`src/dcx_map.vh`:
```
// dcx_map.vh: offsets, field positions, reset values and codes for the
// comparator C extension and trace fifo extension block.
// assumes inclusion by bare name from the block's design files.
`ifndef DCX_MAP_VH
`define DCX_MAP_VH

// ****************************************
// register offsets (byte addresses, 8-bit data)
// ****************************************
`define DCX_ADDR_W 4
`define DCX_OFS_CCX 4'h000A
`define DCX_OFS_FX 4'h000B
`define DCX_OFS_CTL 4'h000C
`define DCX_OFS_TRG 4'h000D
`define DCX_OFS_STAT 4'h000E

// ****************************************
// comparator C extension fields
// ****************************************
`define DCX_CCX_DIR_EN 7
`define DCX_CCX_DIR_VAL 6
`define DCX_CCX_PAGE_QUALIFY_SELECT 5
`define DCX_CCX_B16 0
`define DCX_CCX_MASK 8'h00E1
`define DCX_CCX_RST 8'h0000

// ****************************************
// fifo extension fields
// ****************************************
`define DCX_FX_PAGED_ACCESS_FLAG 7
`define DCX_FX_B16 0
`define DCX_FX_RST 8'h0000

// ****************************************
// control and trigger fields
// ****************************************
`define DCX_CTL_EN 7
`define DCX_CTL_LOOP 0
`define DCX_CTL_MASK 8'h0081
`define DCX_CTL_RST 8'h0000
`define DCX_TRG_BEGIN 6
`define DCX_TRG_RST 8'h0040

// ****************************************
// address geometry
// ****************************************
`define DCX_CA_W 17
`define DCX_PG_W 3
`define DCX_OFF_W 14

`endif

```
`src/dcx_sync2.v`:
```
// dcx_sync2.v: two flip-flop synchroniser for one level.
// assumes the input is asynchronous to CLK.
`timescale 1ns/1ps
module dcx_sync2 (
	input wire clk,
	input wire rst_n,
	input wire ce,
	input wire d,
	output reg q
);
	reg meta_r;

	always @(posedge clk or negedge rst_n) begin
		if (!rst_n) begin
			meta_r <= 1'b0;
			q <= 1'b0;
		end else if (ce) begin
			meta_r <= d;
			q <= meta_r;
		end
	end
endmodule // dcx_sync2

```
`src/dcx_addr_match.v`:
```
// dcx_addr_match.v: forms the 17-bit core address and compares it.
// assumes all inputs are on the same clock; purely combinational.
`timescale 1ns/1ps
`include "dcx_map.vh"
module dcx_addr_match (
	input wire paged,
	input wire [`DCX_PG_W-1:0] page,
	input wire [15:0] cpu_addr,
	input wire lin_b16,
	input wire [`DCX_CA_W-1:0] cmp_addr,
	output wire [`DCX_CA_W-1:0] core_addr,
	output wire equal
);
	// paged: page in the top three bits, offset below; else bit 16 from linear pointer
	assign core_addr = paged ? {page, cpu_addr[`DCX_OFF_W-1:0]} : {lin_b16, cpu_addr};
	assign equal = (core_addr == cmp_addr);
endmodule // dcx_addr_match

```
`src/dcx_top.v`:
```
// dcx_top.v: comparator C qualification and trace fifo extension register.
// assumes core bus signals share CLK; the secure strap is a pin and is
// synchronised; the fifo itself lives outside and only signals each head advance.
// Overview of operation
// - direction-enable set means bus direction takes part in a comparator C match.
// - direction value 0 matches writes, 1 matches reads, ignored when direction is off.
// - page-select 1 matches only paged accesses, comparing page bits over offset 13..0.
// - page-select 0 matches only unpaged accesses with a plain or linear 17-bit address.
// - core address bit 16 must equal the stored bit-16 compare value.
// - an end-trace reset with module enabled and end trigger keeps both extension registers.
// - the fifo extension register is read-only at 0x0B, bits 6..1 zero, cleared on other resets.
// - fifo extension bit 7 shows whether the current fifo word came from a paged access.
// - that indicator is 0 for event-only words and unpaged addresses.
// - that indicator is 1 for a paged flash address of page over offset 13..0.
// - fifo extension bit 0 presents bit 16 of the word's core address.
// - module enable turns the block on and is forced low while the device is secured.
// - the begin/end trigger bit chooses whether a trigger starts or ends storage.
// - in loop capture a change of flow that misses comparator C is stored to fifo and comparator C.
`timescale 1ns/1ps
`include "dcx_map.vh"
module dcx_top #(
	parameter FIFO_DEPTH = 8,
	parameter PTR_W = 3
) (
	input wire CLK,
	input wire RSTN,
	input wire CE,
	input wire END_RUN_RESET,
	input wire SECURE_PIN,
	input wire [`DCX_ADDR_W-1:0] REG_ADDR,
	input wire [7:0] REG_WDATA,
	input wire REG_WR,
	input wire REG_RD,
	output reg [7:0] REG_RDATA,
	input wire BUS_VALID,
	input wire BUS_READ,
	input wire [15:0] BUS_ADDR,
	input wire BUS_LIN_B16,
	input wire PAGED_ACCESS_FLAG,
	input wire [`DCX_PG_W-1:0] BUS_PAGE,
	input wire [`DCX_CA_W-1:0] CMP_C_ADDR,
	input wire CHANGE_OF_FLOW,
	input wire FIFO_STORE,
	input wire FIFO_EVENT_ONLY,
	input wire FIFO_ADVANCE,
	output reg CMP_C_MATCH,
	output reg FIFO_WR,
	output reg [`DCX_CA_W-1:0] FIFO_WORD,
	output reg CMP_C_LOAD,
	output reg [`DCX_CA_W-1:0] CMP_C_LOAD_ADDR,
	output reg DEBUG_MODULE_ENABLE,
	output reg TRIGGER_BEGIN
);
	// ****************************************
	// registers and wires
	// ****************************************
	reg [7:0] ccx_r;
	reg [7:0] fx_r;
	reg [7:0] ctl_r;
	reg [7:0] trg_r;
	reg [FIFO_DEPTH-1:0] ext_pp_r;
	reg [FIFO_DEPTH-1:0] ext_b16_r;
	reg [PTR_W-1:0] wptr_r;
	reg [PTR_W-1:0] rptr_r;
	reg [PTR_W:0] count_r;
	reg [7:0] rdata_nxt;
	wire secure_s;
	wire [`DCX_CA_W-1:0] core_addr;
	wire addr_eq;
	wire dir_ok;
	wire page_ok;
	wire b16_ok;
	wire match_c;
	wire keep;
	wire loop_mode;
	wire loop_hit;
	wire push;
	wire reload;
	wire pop;
	wire ent_pp;
	wire ent_b16;
	wire [PTR_W-1:0] head;

	dcx_sync2 u_sec (
		.clk(CLK),
		.rst_n(RSTN),
		.ce(CE),
		.d(SECURE_PIN),
		.q(secure_s)
	);

	dcx_addr_match u_match (
		.paged(PAGED_ACCESS_FLAG),
		.page(BUS_PAGE),
		.cpu_addr(BUS_ADDR),
		.lin_b16(BUS_LIN_B16),
		.cmp_addr(CMP_C_ADDR),
		.core_addr(core_addr),
		.equal(addr_eq)
	);

	// ****************************************
	// comparator C qualification
	// ****************************************
	assign dir_ok = ~ccx_r[`DCX_CCX_DIR_EN] |
		(BUS_READ == ccx_r[`DCX_CCX_DIR_VAL]);
	assign page_ok = (PAGED_ACCESS_FLAG == ccx_r[`DCX_CCX_PAGE_QUALIFY_SELECT]);
	// bit 16 of the stored compare lives in the extension, not in the low bytes
	assign b16_ok = (core_addr[`DCX_CA_W-1] == ccx_r[`DCX_CCX_B16]);
	// bit 16 is judged by b16_ok, so only the lower sixteen bits are compared here
	assign match_c = BUS_VALID & ctl_r[`DCX_CTL_EN] & dir_ok & page_ok & b16_ok &
		(core_addr[`DCX_CA_W-2:0] == CMP_C_ADDR[`DCX_CA_W-2:0]);

	// ****************************************
	// loop capture and fifo push
	// ****************************************
	assign loop_mode = ctl_r[`DCX_CTL_LOOP];
	// a loop hit overrides the capture so repeated loops do not flood the fifo
	assign loop_hit = loop_mode & CHANGE_OF_FLOW & ~FIFO_EVENT_ONLY & addr_eq &
		(PAGED_ACCESS_FLAG == ccx_r[`DCX_CCX_PAGE_QUALIFY_SELECT]);
	assign push = FIFO_STORE & ctl_r[`DCX_CTL_EN] & ~loop_hit &
		(count_r != FIFO_DEPTH[PTR_W:0]);
	assign pop = FIFO_ADVANCE & (count_r != {(PTR_W+1){1'b0}});
	// reload only with a real push, so comparator C never holds a word the fifo dropped
	assign reload = push & loop_mode & CHANGE_OF_FLOW & ~FIFO_EVENT_ONLY;
	assign ent_pp = FIFO_EVENT_ONLY ? 1'b0 : PAGED_ACCESS_FLAG;
	assign ent_b16 = FIFO_EVENT_ONLY ? 1'b0 : core_addr[`DCX_CA_W-1];
	assign head = pop ? (rptr_r + {{(PTR_W-1){1'b0}}, 1'b1}) : rptr_r;
	// end-trace reset with module on and end trigger keeps state
	assign keep = END_RUN_RESET & ctl_r[`DCX_CTL_EN] & ~trg_r[`DCX_TRG_BEGIN];

	// ****************************************
	// control registers
	// ****************************************
	always @(posedge CLK or negedge RSTN) begin
		if (!RSTN) begin
			ccx_r <= `DCX_CCX_RST;
			ctl_r <= `DCX_CTL_RST;
			trg_r <= `DCX_TRG_RST;
		end else if (CE) begin
			if (END_RUN_RESET) begin
				if (!keep) begin
					ccx_r <= `DCX_CCX_RST;
					ctl_r <= `DCX_CTL_RST;
					trg_r <= `DCX_TRG_RST;
				end
			end else begin
				if (secure_s)
					ctl_r[`DCX_CTL_EN] <= 1'b0;
				if (REG_WR && REG_ADDR == `DCX_OFS_CCX)
					ccx_r <= REG_WDATA & `DCX_CCX_MASK;
				else if (reload) begin
					ccx_r[`DCX_CCX_PAGE_QUALIFY_SELECT] <= PAGED_ACCESS_FLAG;
					ccx_r[`DCX_CCX_B16] <= core_addr[`DCX_CA_W-1];
				end
				if (REG_WR && REG_ADDR == `DCX_OFS_CTL)
					ctl_r <= REG_WDATA & `DCX_CTL_MASK &
						{~secure_s, 7'h7F};
				if (REG_WR && REG_ADDR == `DCX_OFS_TRG)
					trg_r <= REG_WDATA;
			end
		end
	end

	// ****************************************
	// fifo extension store and head tracking
	// ****************************************
	always @(posedge CLK or negedge RSTN) begin
		if (!RSTN) begin
			ext_pp_r <= {FIFO_DEPTH{1'b0}};
			ext_b16_r <= {FIFO_DEPTH{1'b0}};
			wptr_r <= {PTR_W{1'b0}};
			rptr_r <= {PTR_W{1'b0}};
			count_r <= {(PTR_W+1){1'b0}};
			fx_r <= `DCX_FX_RST;
		end else if (CE) begin
			if (END_RUN_RESET) begin
				if (!keep) begin
					wptr_r <= {PTR_W{1'b0}};
					rptr_r <= {PTR_W{1'b0}};
					count_r <= {(PTR_W+1){1'b0}};
					fx_r <= `DCX_FX_RST;
				end
			end else begin
				if (push) begin
					ext_pp_r[wptr_r] <= ent_pp;
					ext_b16_r[wptr_r] <= ent_b16;
					wptr_r <= wptr_r + {{(PTR_W-1){1'b0}}, 1'b1};
				end
				if (pop)
					rptr_r <= head;
				if (push && !pop)
					count_r <= count_r + {{PTR_W{1'b0}}, 1'b1};
				else if (pop && !push)
					count_r <= count_r - {{PTR_W{1'b0}}, 1'b1};
				// bits 6..1 held at zero
				if (count_r == {(PTR_W+1){1'b0}} && push) begin
					fx_r <= {ent_pp, 6'h00, ent_b16};
				end else if (count_r == {{PTR_W{1'b0}}, 1'b1} && pop && !push) begin
					fx_r <= `DCX_FX_RST;
				end else if (pop && count_r == {{PTR_W{1'b0}}, 1'b1} && push) begin
					fx_r <= {ent_pp, 6'h00, ent_b16};
				end else if (pop) begin
					fx_r <= {ext_pp_r[head], 6'h00, ext_b16_r[head]};
				end
			end
		end
	end

	// ****************************************
	// register read port
	// ****************************************
	always @* begin
		rdata_nxt = 8'h0000;
		case (REG_ADDR)
			`DCX_OFS_CCX: rdata_nxt = ccx_r;
			`DCX_OFS_FX: rdata_nxt = fx_r;
			`DCX_OFS_CTL: rdata_nxt = ctl_r;
			`DCX_OFS_TRG: rdata_nxt = trg_r;
			`DCX_OFS_STAT: rdata_nxt = {{(7-PTR_W){1'b0}}, count_r};
			default: rdata_nxt = 8'h0000;
		endcase
	end

	// ****************************************
	// registered outputs
	// ****************************************
	always @(posedge CLK or negedge RSTN) begin
		if (!RSTN) begin
			REG_RDATA <= 8'h0000;
			CMP_C_MATCH <= 1'b0;
			FIFO_WR <= 1'b0;
			FIFO_WORD <= {`DCX_CA_W{1'b0}};
			CMP_C_LOAD <= 1'b0;
			CMP_C_LOAD_ADDR <= {`DCX_CA_W{1'b0}};
			DEBUG_MODULE_ENABLE <= 1'b0;
			TRIGGER_BEGIN <= 1'b1;
		end else if (CE) begin
			REG_RDATA <= REG_RD ? rdata_nxt : 8'h0000;
			CMP_C_MATCH <= match_c & ~END_RUN_RESET;
			FIFO_WR <= push & ~END_RUN_RESET;
			FIFO_WORD <= FIFO_EVENT_ONLY ? {`DCX_CA_W{1'b0}} : core_addr;
			CMP_C_LOAD <= reload & ~END_RUN_RESET;
			CMP_C_LOAD_ADDR <= core_addr;
			DEBUG_MODULE_ENABLE <= ctl_r[`DCX_CTL_EN] & ~secure_s;
			TRIGGER_BEGIN <= trg_r[`DCX_TRG_BEGIN];
		end
	end
endmodule // dcx_top

```
`config.mk`:
```
export PLATFORM = sky130hd
export DESIGN_NAME = dcx_top
export DESIGN_NICKNAME = d
export VERILOG_FILES = /design/src/dcx_sync2.v /design/src/dcx_addr_match.v /design/src/dcx_top.v
export VERILOG_INCLUDE_DIRS = /design/src
export SDC_FILE = /design/constraint.sdc
export NUM_CORES = 1
export LEC_CHECK = 0
export ABC_AREA = 1
export BUFFER_PORTS_ARGS = -buffer_cell sky130_fd_sc_hd__clkbuf_2
export CAP_MARGIN = 20
export CELL_PAD_IN_SITES_DETAIL_PLACEMENT = 1
export CELL_PAD_IN_SITES_GLOBAL_PLACEMENT = 2
export CORE_MARGIN = 4
export CORE_UTILIZATION = 25
export CTS_CLUSTER_DIAMETER = 100
export DETAILED_ROUTE_END_ITERATION = 10
export PLACE_DENSITY = 0.71
export SYNTH_ARGS = -nofsm -noshare
export SYNTH_HDL_FRONTEND = slang
export SYNTH_SLANG_ARGS = --single-unit
```
`constraint.sdc`:
```
create_clock -name CLK -period 2.35 [get_ports CLK]
set_clock_uncertainty 0.05 [all_clocks]
set_input_delay 0.1175 -clock CLK [delete_from_list [all_inputs] [get_ports CLK]]
set_output_delay 0.1175 -clock CLK [all_outputs]
set_load 0.01 [all_outputs]
```
# Word level (Yosys, flattened, before mapping)
# Index checks and enable logic that the tools add are counted.
[word_totals]
ram_bits = 0
output_inout_bits = 47
n_memories = 0
romBits = 0
latchBits = 0
regBits = 107
in_bits = 63
[classes]
n_eq_ne = 13
multipliers = 0
div_mod_pow = 0
n_mux = 43
bitwise_logic = 30
n_shift = 0
add_sub_neg = 4
magnitude_cmp = 3
reduce_logical = 33
[op_table]
columns = ["cell", "count"]
rows = [
  ["8-bit two-way mux", 13],
  ["8-bit one-hot mux with 5 select lines", 1],
  ["17-bit two-way mux", 2],
  ["3-bit AND reduction", 10],
  ["1-bit bitwise AND", 22],
  ["4-bit equality test, second input constant", 5],
  ["4-bit two-way mux", 5],
  ["3-bit two-way mux", 6],
  ["17-bit equality test", 1],
  ["8-bit bitwise mux", 2],
  ["16-bit equality test", 1],
  ["1-bit logical AND", 10],
  ["1-bit two-way mux", 10],
  ["2-bit nonzero test", 5],
  ["3-bit nonzero test", 3],
  ["8-bit bitwise AND", 1],
  ["3-bit by 4-bit < comparator with 1-bit output, second input constant", 2],
  ["3-bit by 1-bit adder with 3-bit output, second input constant", 2],
  ["1-bit binary-select mux with 3-bit select", 2],
  ["1-bit NOT", 6],
  ["5-bit nonzero test", 1],
  ["4-bit by 1-bit adder with 4-bit output, second input constant", 1],
  ["4-bit by 1-bit equality test with 1-bit output, second input constant", 1],
  ["4-bit zero test", 1],
  ["10 further kinds", 13],
]

# Logic depth before layout (Yosys ltp)
[logic_depth]
ltp_word = 13
ltp_mapped = 15
mapped_depth_nobuf = 15

# Cells and area by module
# From an unflattened synthesis, not the netlist that was laid out.
[hier_totals]
cells_unflattened = 629
area_unflattened_um2 = 5052.3
[modules_own_cells]
columns = ["module", "seq_area_each_um2", "n_inst", "area_each_um2", "cells_per_inst"]
rows = [
  ["dcx_top", 2229.6, 1, 4523.1, 529],
  ["dcx_addr_match", 0.0, 1, 452.9, 91],
  ["dcx_sync2", 50.0, 1, 76.3, 9],
]

# Worst setup path before layout
# No wires, ideal clock.
[synth_timing]
path_type = "reg-to-reg"
startpoint = "register count_r[0]"
endpoint = "register fx_r[0]"
t_arrival_ps = 1677
setup_time_ps = 116
setup_slack_ps = 507
synth_period_minus_slack_ps = 1843
path_stages_with_launch = 16
n_path_buf = 0
path_cell_list = "dfrtp_1 inv_1 ha_1 nand3_2 nand2_4 inv_2 nand2_1 nand2_1 nand2_1 nand3_1 nand3_1 nand3_1 nand2_1 nand2_1 nand2_1 nand2_1"
[synth_via]
elab_chain_cells = 10
word_cells_on_any_way = 21
cone_classes = "eq/ne: 2; mux: 8; bitwise: 2; reduce/logical: 9"
[synth_lines]
columns = ["item", "line", "source"]
rows = [
  ["start, declared", "dcx_top.v:65", "reg [PTR_W:0] count_r;"],
  ["start signal, assigned", "dcx_top.v:174", "count_r <= {(PTR_W+1){1'b0}};"],
  ["start signal, assigned", "dcx_top.v:181", "count_r <= {(PTR_W+1){1'b0}};"],
  ["start signal, assigned", "dcx_top.v:193", "count_r <= count_r + {{PTR_W{1'b0}}, 1'b1};"],
  ["4-bit nonzero test", "dcx_top.v:123", "assign pop = FIFO_ADVANCE & (count_r != {(PTR_W+1){1'b0}});"],
  ["1-bit bitwise AND", "dcx_top.v:123", ""],
  ["3-bit two-way mux", "dcx_top.v:128", "assign head = pop ? (rptr_r + {{(PTR_W-1){1'b0}}, 1'b1}) : rptr_r;"],
  ["1-bit binary-select mux with 3-bit select", "dcx_top.v:204", "fx_r <= {ext_pp_r[head], 6'h00, ext_b16_r[head]};"],
  ["1-bit two-way mux (implied by the code)", "dcx_top.v:204", ""],
  ["8-bit two-way mux", "dcx_top.v:203", "end else if (pop) begin"],
  ["8-bit two-way mux", "dcx_top.v:201", "end else if (pop && count_r == {{PTR_W{1'b0}}, 1'b1} && push) begin"],
  ["8-bit two-way mux", "dcx_top.v:199", "end else if (count_r == {{PTR_W{1'b0}}, 1'b1} && pop && !push) begin"],
  ["8-bit two-way mux", "dcx_top.v:197", "if (count_r == {(PTR_W+1){1'b0}} && push) begin"],
  ["8-bit two-way mux", "dcx_top.v:177", "if (END_RUN_RESET) begin"],
  ["end signal, assigned", "dcx_top.v:198", "fx_r <= {ent_pp, 6'h00, ent_b16};"],
  ["end signal, assigned", "dcx_top.v:200", "fx_r <= `DCX_FX_RST;"],
  ["end signal, assigned", "dcx_top.v:202", "fx_r <= {ent_pp, 6'h00, ent_b16};"],
  ["end, declared", "dcx_top.v:58", "reg [7:0] fx_r;"],
]
# Several ways; a longest one is shown, not always the timed one. The select of a mux whose other input is x is not followed.
# A chain may end at the register's enable or synchronous reset.

# Worst setup path after layout
# Ends and elaborated chain as after synthesis.

==> impl_metrics.py <==
metrics = {
    "synthesis": {
        "synth_area_leaders": "dfrtp_1 (47%), nand2_1 (17%), inv_1 (5.1%)",
        "syn_area_per_cell_sq_um": 7.85,
        "synth_edf_count": 0,
        "ys_warn_count": 0,
        "netlist.area_leader.share_pct": 47.1,
        "synth_area_leader_cell": "dfrtp_1",
        "synth_nets": 671,
        "synth_seq_cells": 91,
        "ys.flop_type": "dfrtp_1",
        "synthesis.instances": 603,
        "synthArstFlopShare_pct": 100,
        "ys_types": 39,
        "netlist_area_sq_um": 4730,
        "yosysSeqAreaShare_pct": 48.2,
    },
    "global_route": {
        "antenna_found_initial": 0,
        "track_usage_pct": 14.4,
        "grt_pass1_wl_um": 24700,
        "grt_max_degree": 54,
        "grt_pass1_vias": 4718,
        "gr-total-overflow": 0,
    },
    "sta": {
        "hold_viol": 0,
        "fin_tns_setup_ns": 0,
        "holdWs_ns": 0.0809,
        "fmax_mhz": 474,
        "relSlewSlack_pct": 51.7,
        "finalSetupViolations": 0,
        "tightest_slew_ns": 0.725,
        "fin_crit_sh_pct": 89.7,
        "period_minus_slack_ns": 2.11,
        "slew_violations": 0,
        "rsz0062_at_grt": "false",
    },
    "floorplan": {
        "core-area_sq_um": 18600,
        "rows": 50,
        "die_height_um": 146,
        "pin_count": 110,
        "die_w_um": 146,
        "initial_core_util_pct": 25.4,
        "dieArea_sq_um": 21200,
    },
    "cts": {
        "cts_made_buffers": 9,
        "htree_levels": 3,
        "clk-insertion-delay-late_ns": 0.35,
        "cts_tree": "built",
        "max-clock-path-buffers": 2,
        "root_buffer": "clkbuf_16",
        "cts.clk_slew.worst_paths_ns": 0.07,
        "cts_setup_buffers": 0,
        "cts.sinks": 91,
    },
    "worst_setup_path": {
        "end_kind": "flop",
        "path_cells": "inv_1, ha_1, nand3_2, nand2_4, nor2_1, xor2_1, inv_2, nand3_1, nand3_1, nand2_1, nand2_1, nand2_1, nand2_1",
        "crit_path_max_incr_delay_ns": 0.43,
        "worstPathRequired_ns": 2.55,
        "critPathLaunchType": "flop",
        "critical_path_arrival_ns": 2.31,
        "critical_path.slowest_cell": "dfrtp_1",
        "crit_top_cell": "nand2_1",
        "critPathMaxFanout": 8,
        "critPathKind": "reg2reg",
    },
    "cells_and_area": {
        "syn_to_final_growth_pct": 29.1,
        "drive_above_1_share_pct": 23.5,
        "diodes": 0,
        "layout.nets": 811,
    },
    "drt": {
        "dr.first_iter.drc_count": 180,
        "drt-total-wl_um": 15000,
        "drtAntennaViolNets": 0,
        "drc": 0,
        "via_per_inst": 4.54,
        "vias": 4460,
        "wire_per_inst_um": 15.3,
        "drt_first_pass_iters": 4,
    },
    "power": {
        "p_per_area_nw_per_um2": 787,
        "p_sw_share_pct": 34.2,
        "switching_power_mw": 1.64,
        "pwr-share-comb_pct": 28.9,
        "p_int_mw": 3.16,
        "p_leak_nw": 3.21,
        "vdd_drop_max_mv": 0.370,
        "power.share.clock_pct": 29.8,
        "power_frac_seq_pct": 41.3,
    },
    "place": {
        "detailed_place_hpwl_um": 11700,
        "io_buffers": 109,
        "place.gp.congestion": 0.839,
    },
    "min_path": {
        "hp-class": "in2reg",
    },
    "run_status": {
        "run_status": "completed",
    },
    "run": {
        "drv_cap": 0,
    },
}
[final timing paths]
| kind | start | end | slack, ns | cells past startpoint |
|---|---|---|---|---|
| worst max register to register | count_r[0]$_DFFE_PN0P_ | fx_r[0]$_DFFE_PN0P_ | 0.24 | 13 |
| min in group asynchronous | RSTN | FIFO_WORD[13]$_DFFE_PN0P_ | 0.32 | 2 |
| worst max-delay path | count_r[0]$_DFFE_PN0P_ | fx_r[0]$_DFFE_PN0P_ | 0.24 | 13 |
| worst min register to register | CMP_C_LOAD_ADDR[6]$_DFFE_PN0P_ | CMP_C_LOAD_ADDR[6]$_DFFE_PN0P_ | 0.42 | 2 |
| worst min-delay path | REG_WDATA[7] | trg_r[7]$_DFFE_PN0P_ | 0.08 | 3 |
| max in group asynchronous | RSTN | FIFO_WORD[10]$_DFFE_PN0P_ | 1.13 | 3 |
[cell usage in the layout, fill, tap and decap left out, types with 8 or more instances in the layout]
| cell type | synthesis | final |
|---|---|---|
| nor2_2 | 11 | 11 |
| dlygate4sd3_1 | 0 | 21 |
| o21ai_1 | 15 | 15 |
| nand3_1 | 33 | 33 |
| buf_4 | 0 | 11 |
| clkbuf_16 | 0 | 9 |
| inv_2 | 9 | 9 |
| nor2_1 | 33 | 33 |
| nand2_1 | 217 | 216 |
| clkbuf_2 | 0 | 108 |
| o21ai_0 | 33 | 33 |
| o21a_1 | 14 | 14 |
| o22ai_1 | 8 | 8 |
| dfrtp_1 | 89 | 89 |
| inv_1 | 64 | 64 |
| nand2_2 | 7 | 8 |
| xor2_1 | 9 | 9 |
[stage by stage]
stage	worst slack, ns	cell area [sq um]	cells	power (mW)	util, %
global route	0.00433	6110	982	5.17	32.8
CTS	0.185	6100	982	4.89	32.7
floorplan	0.507	4730	603	2.90	-
finish	0.241	6110	982	4.81	32.8
detailed placement	0.190	5600	945	3.37	30.1
global placement	0.323	5600	945	3.32	30.1
[worst max-delay path: cells and delay by family, from the launching register on]
| kind | cells | cell delay [ns] |
|---|---|---|
| buffers and inverters | 2 | 0.19 |
| DFF | 1 | 0.43 |
| adders and majority gates | 1 | 0.26 |
| and+or+nand+nor | 9 | 0.75 |
| xor gates and xnor gates | 1 | 0.31 |
[what timing repair did]
action / 4_1_cts / 5_1_grt
hold endpoints to repair: 79 / 0
hold buffers: 21 / 0
resized for setup: 0 / 2
setup endpoints to repair: 0 / 2
[power by group through the flow]
| stage | Combinational [mW] | Sequential (mW) | Clock (mW) |
|---|---|---|---|
| floorplan | 0.913 | 1.98 | 0 |
| global placement | 1.32 | 2.00 | 0 |
| detailed placement | 1.36 | 2.02 | 0 |
| CTS | 1.40 | 1.99 | 1.51 |
| global route | 1.59 | 2.01 | 1.56 |
| finish | 1.39 | 1.98 | 1.43 |
[cells by family after synthesis]
family | after synthesis | synth area share, %
AO/OA/AOI/OAI | 88 | 11.5
XOR/XNOR | 12 | 2.38
adder cells (fa/ha/maj) | 5 | 1.32
AND/OR/NAND/NOR | 321 | 29.7
flip-flops | 91 | 48.2
buffers and inverters | 86 | 6.85
[metal layers]
metal  share of wire [%]  up-vias  track usage [%]  routed length (um)
li1                    -     2198                -                   -
met1                  46     2141             18.7                6990
met2                  46      106             23.6                6940
met3                 5.7       15             3.61                 863
met4                 1.6        0             4.70                 242
met5                   0        -                0                   0
[Yosys cell counts, types with 2 or more instances]
library cell and instances:
nand3_1 33, clkinv_1 2, nor2_1 33, a221oi_1 2, clkbuf_1 8, nand3_2 4
nand2_2 7, xor2_1 9, a22o_1 5, ha_1 5, nand2_1 217, o21ai_0 33
a32o_1 3, nor3_1 2, and3_1 2, dfstp_2 2, buf_1 2, a22oi_1 2
or2_2 2, nor2_2 11, inv_1 64, a21oi_1 3, o22ai_1 8, nand4_1 2
xnor2_1 2, dfrtp_1 89, inv_2 9, o21ai_1 15, nand2_4 4, o21a_1 14
[layout make-up]
type                    instances  area [sq um]
clock buffers                  14           244
clock inverters                 2          37.5
fillers                      2305         12500
inverters                      75           282
multi-input cells             426          2140
flip-flops and latches         91          2280
well taps                     234           293
repair buffers                140           833
[sequential cells by signal, indices dropped and copies added (netlist names)]
signal,count
ext_b16_r,8
u_sec.meta_r,1
count_r,4
CMP_C_LOAD,1
ccx_r,4
ctl_r,2
FIFO_WR,1
DEBUG_MODULE_ENABLE,1
FIFO_WORD,17
rptr_r,3
u_sec.q,1
fx_r,2
CMP_C_LOAD_ADDR,17
wptr_r,3
REG_RDATA,8
CMP_C_MATCH,1
TRIGGER_BEGIN,1
trg_r,8
ext_pp_r,8
Note: power is estimated with default switching activity, not from simulation.
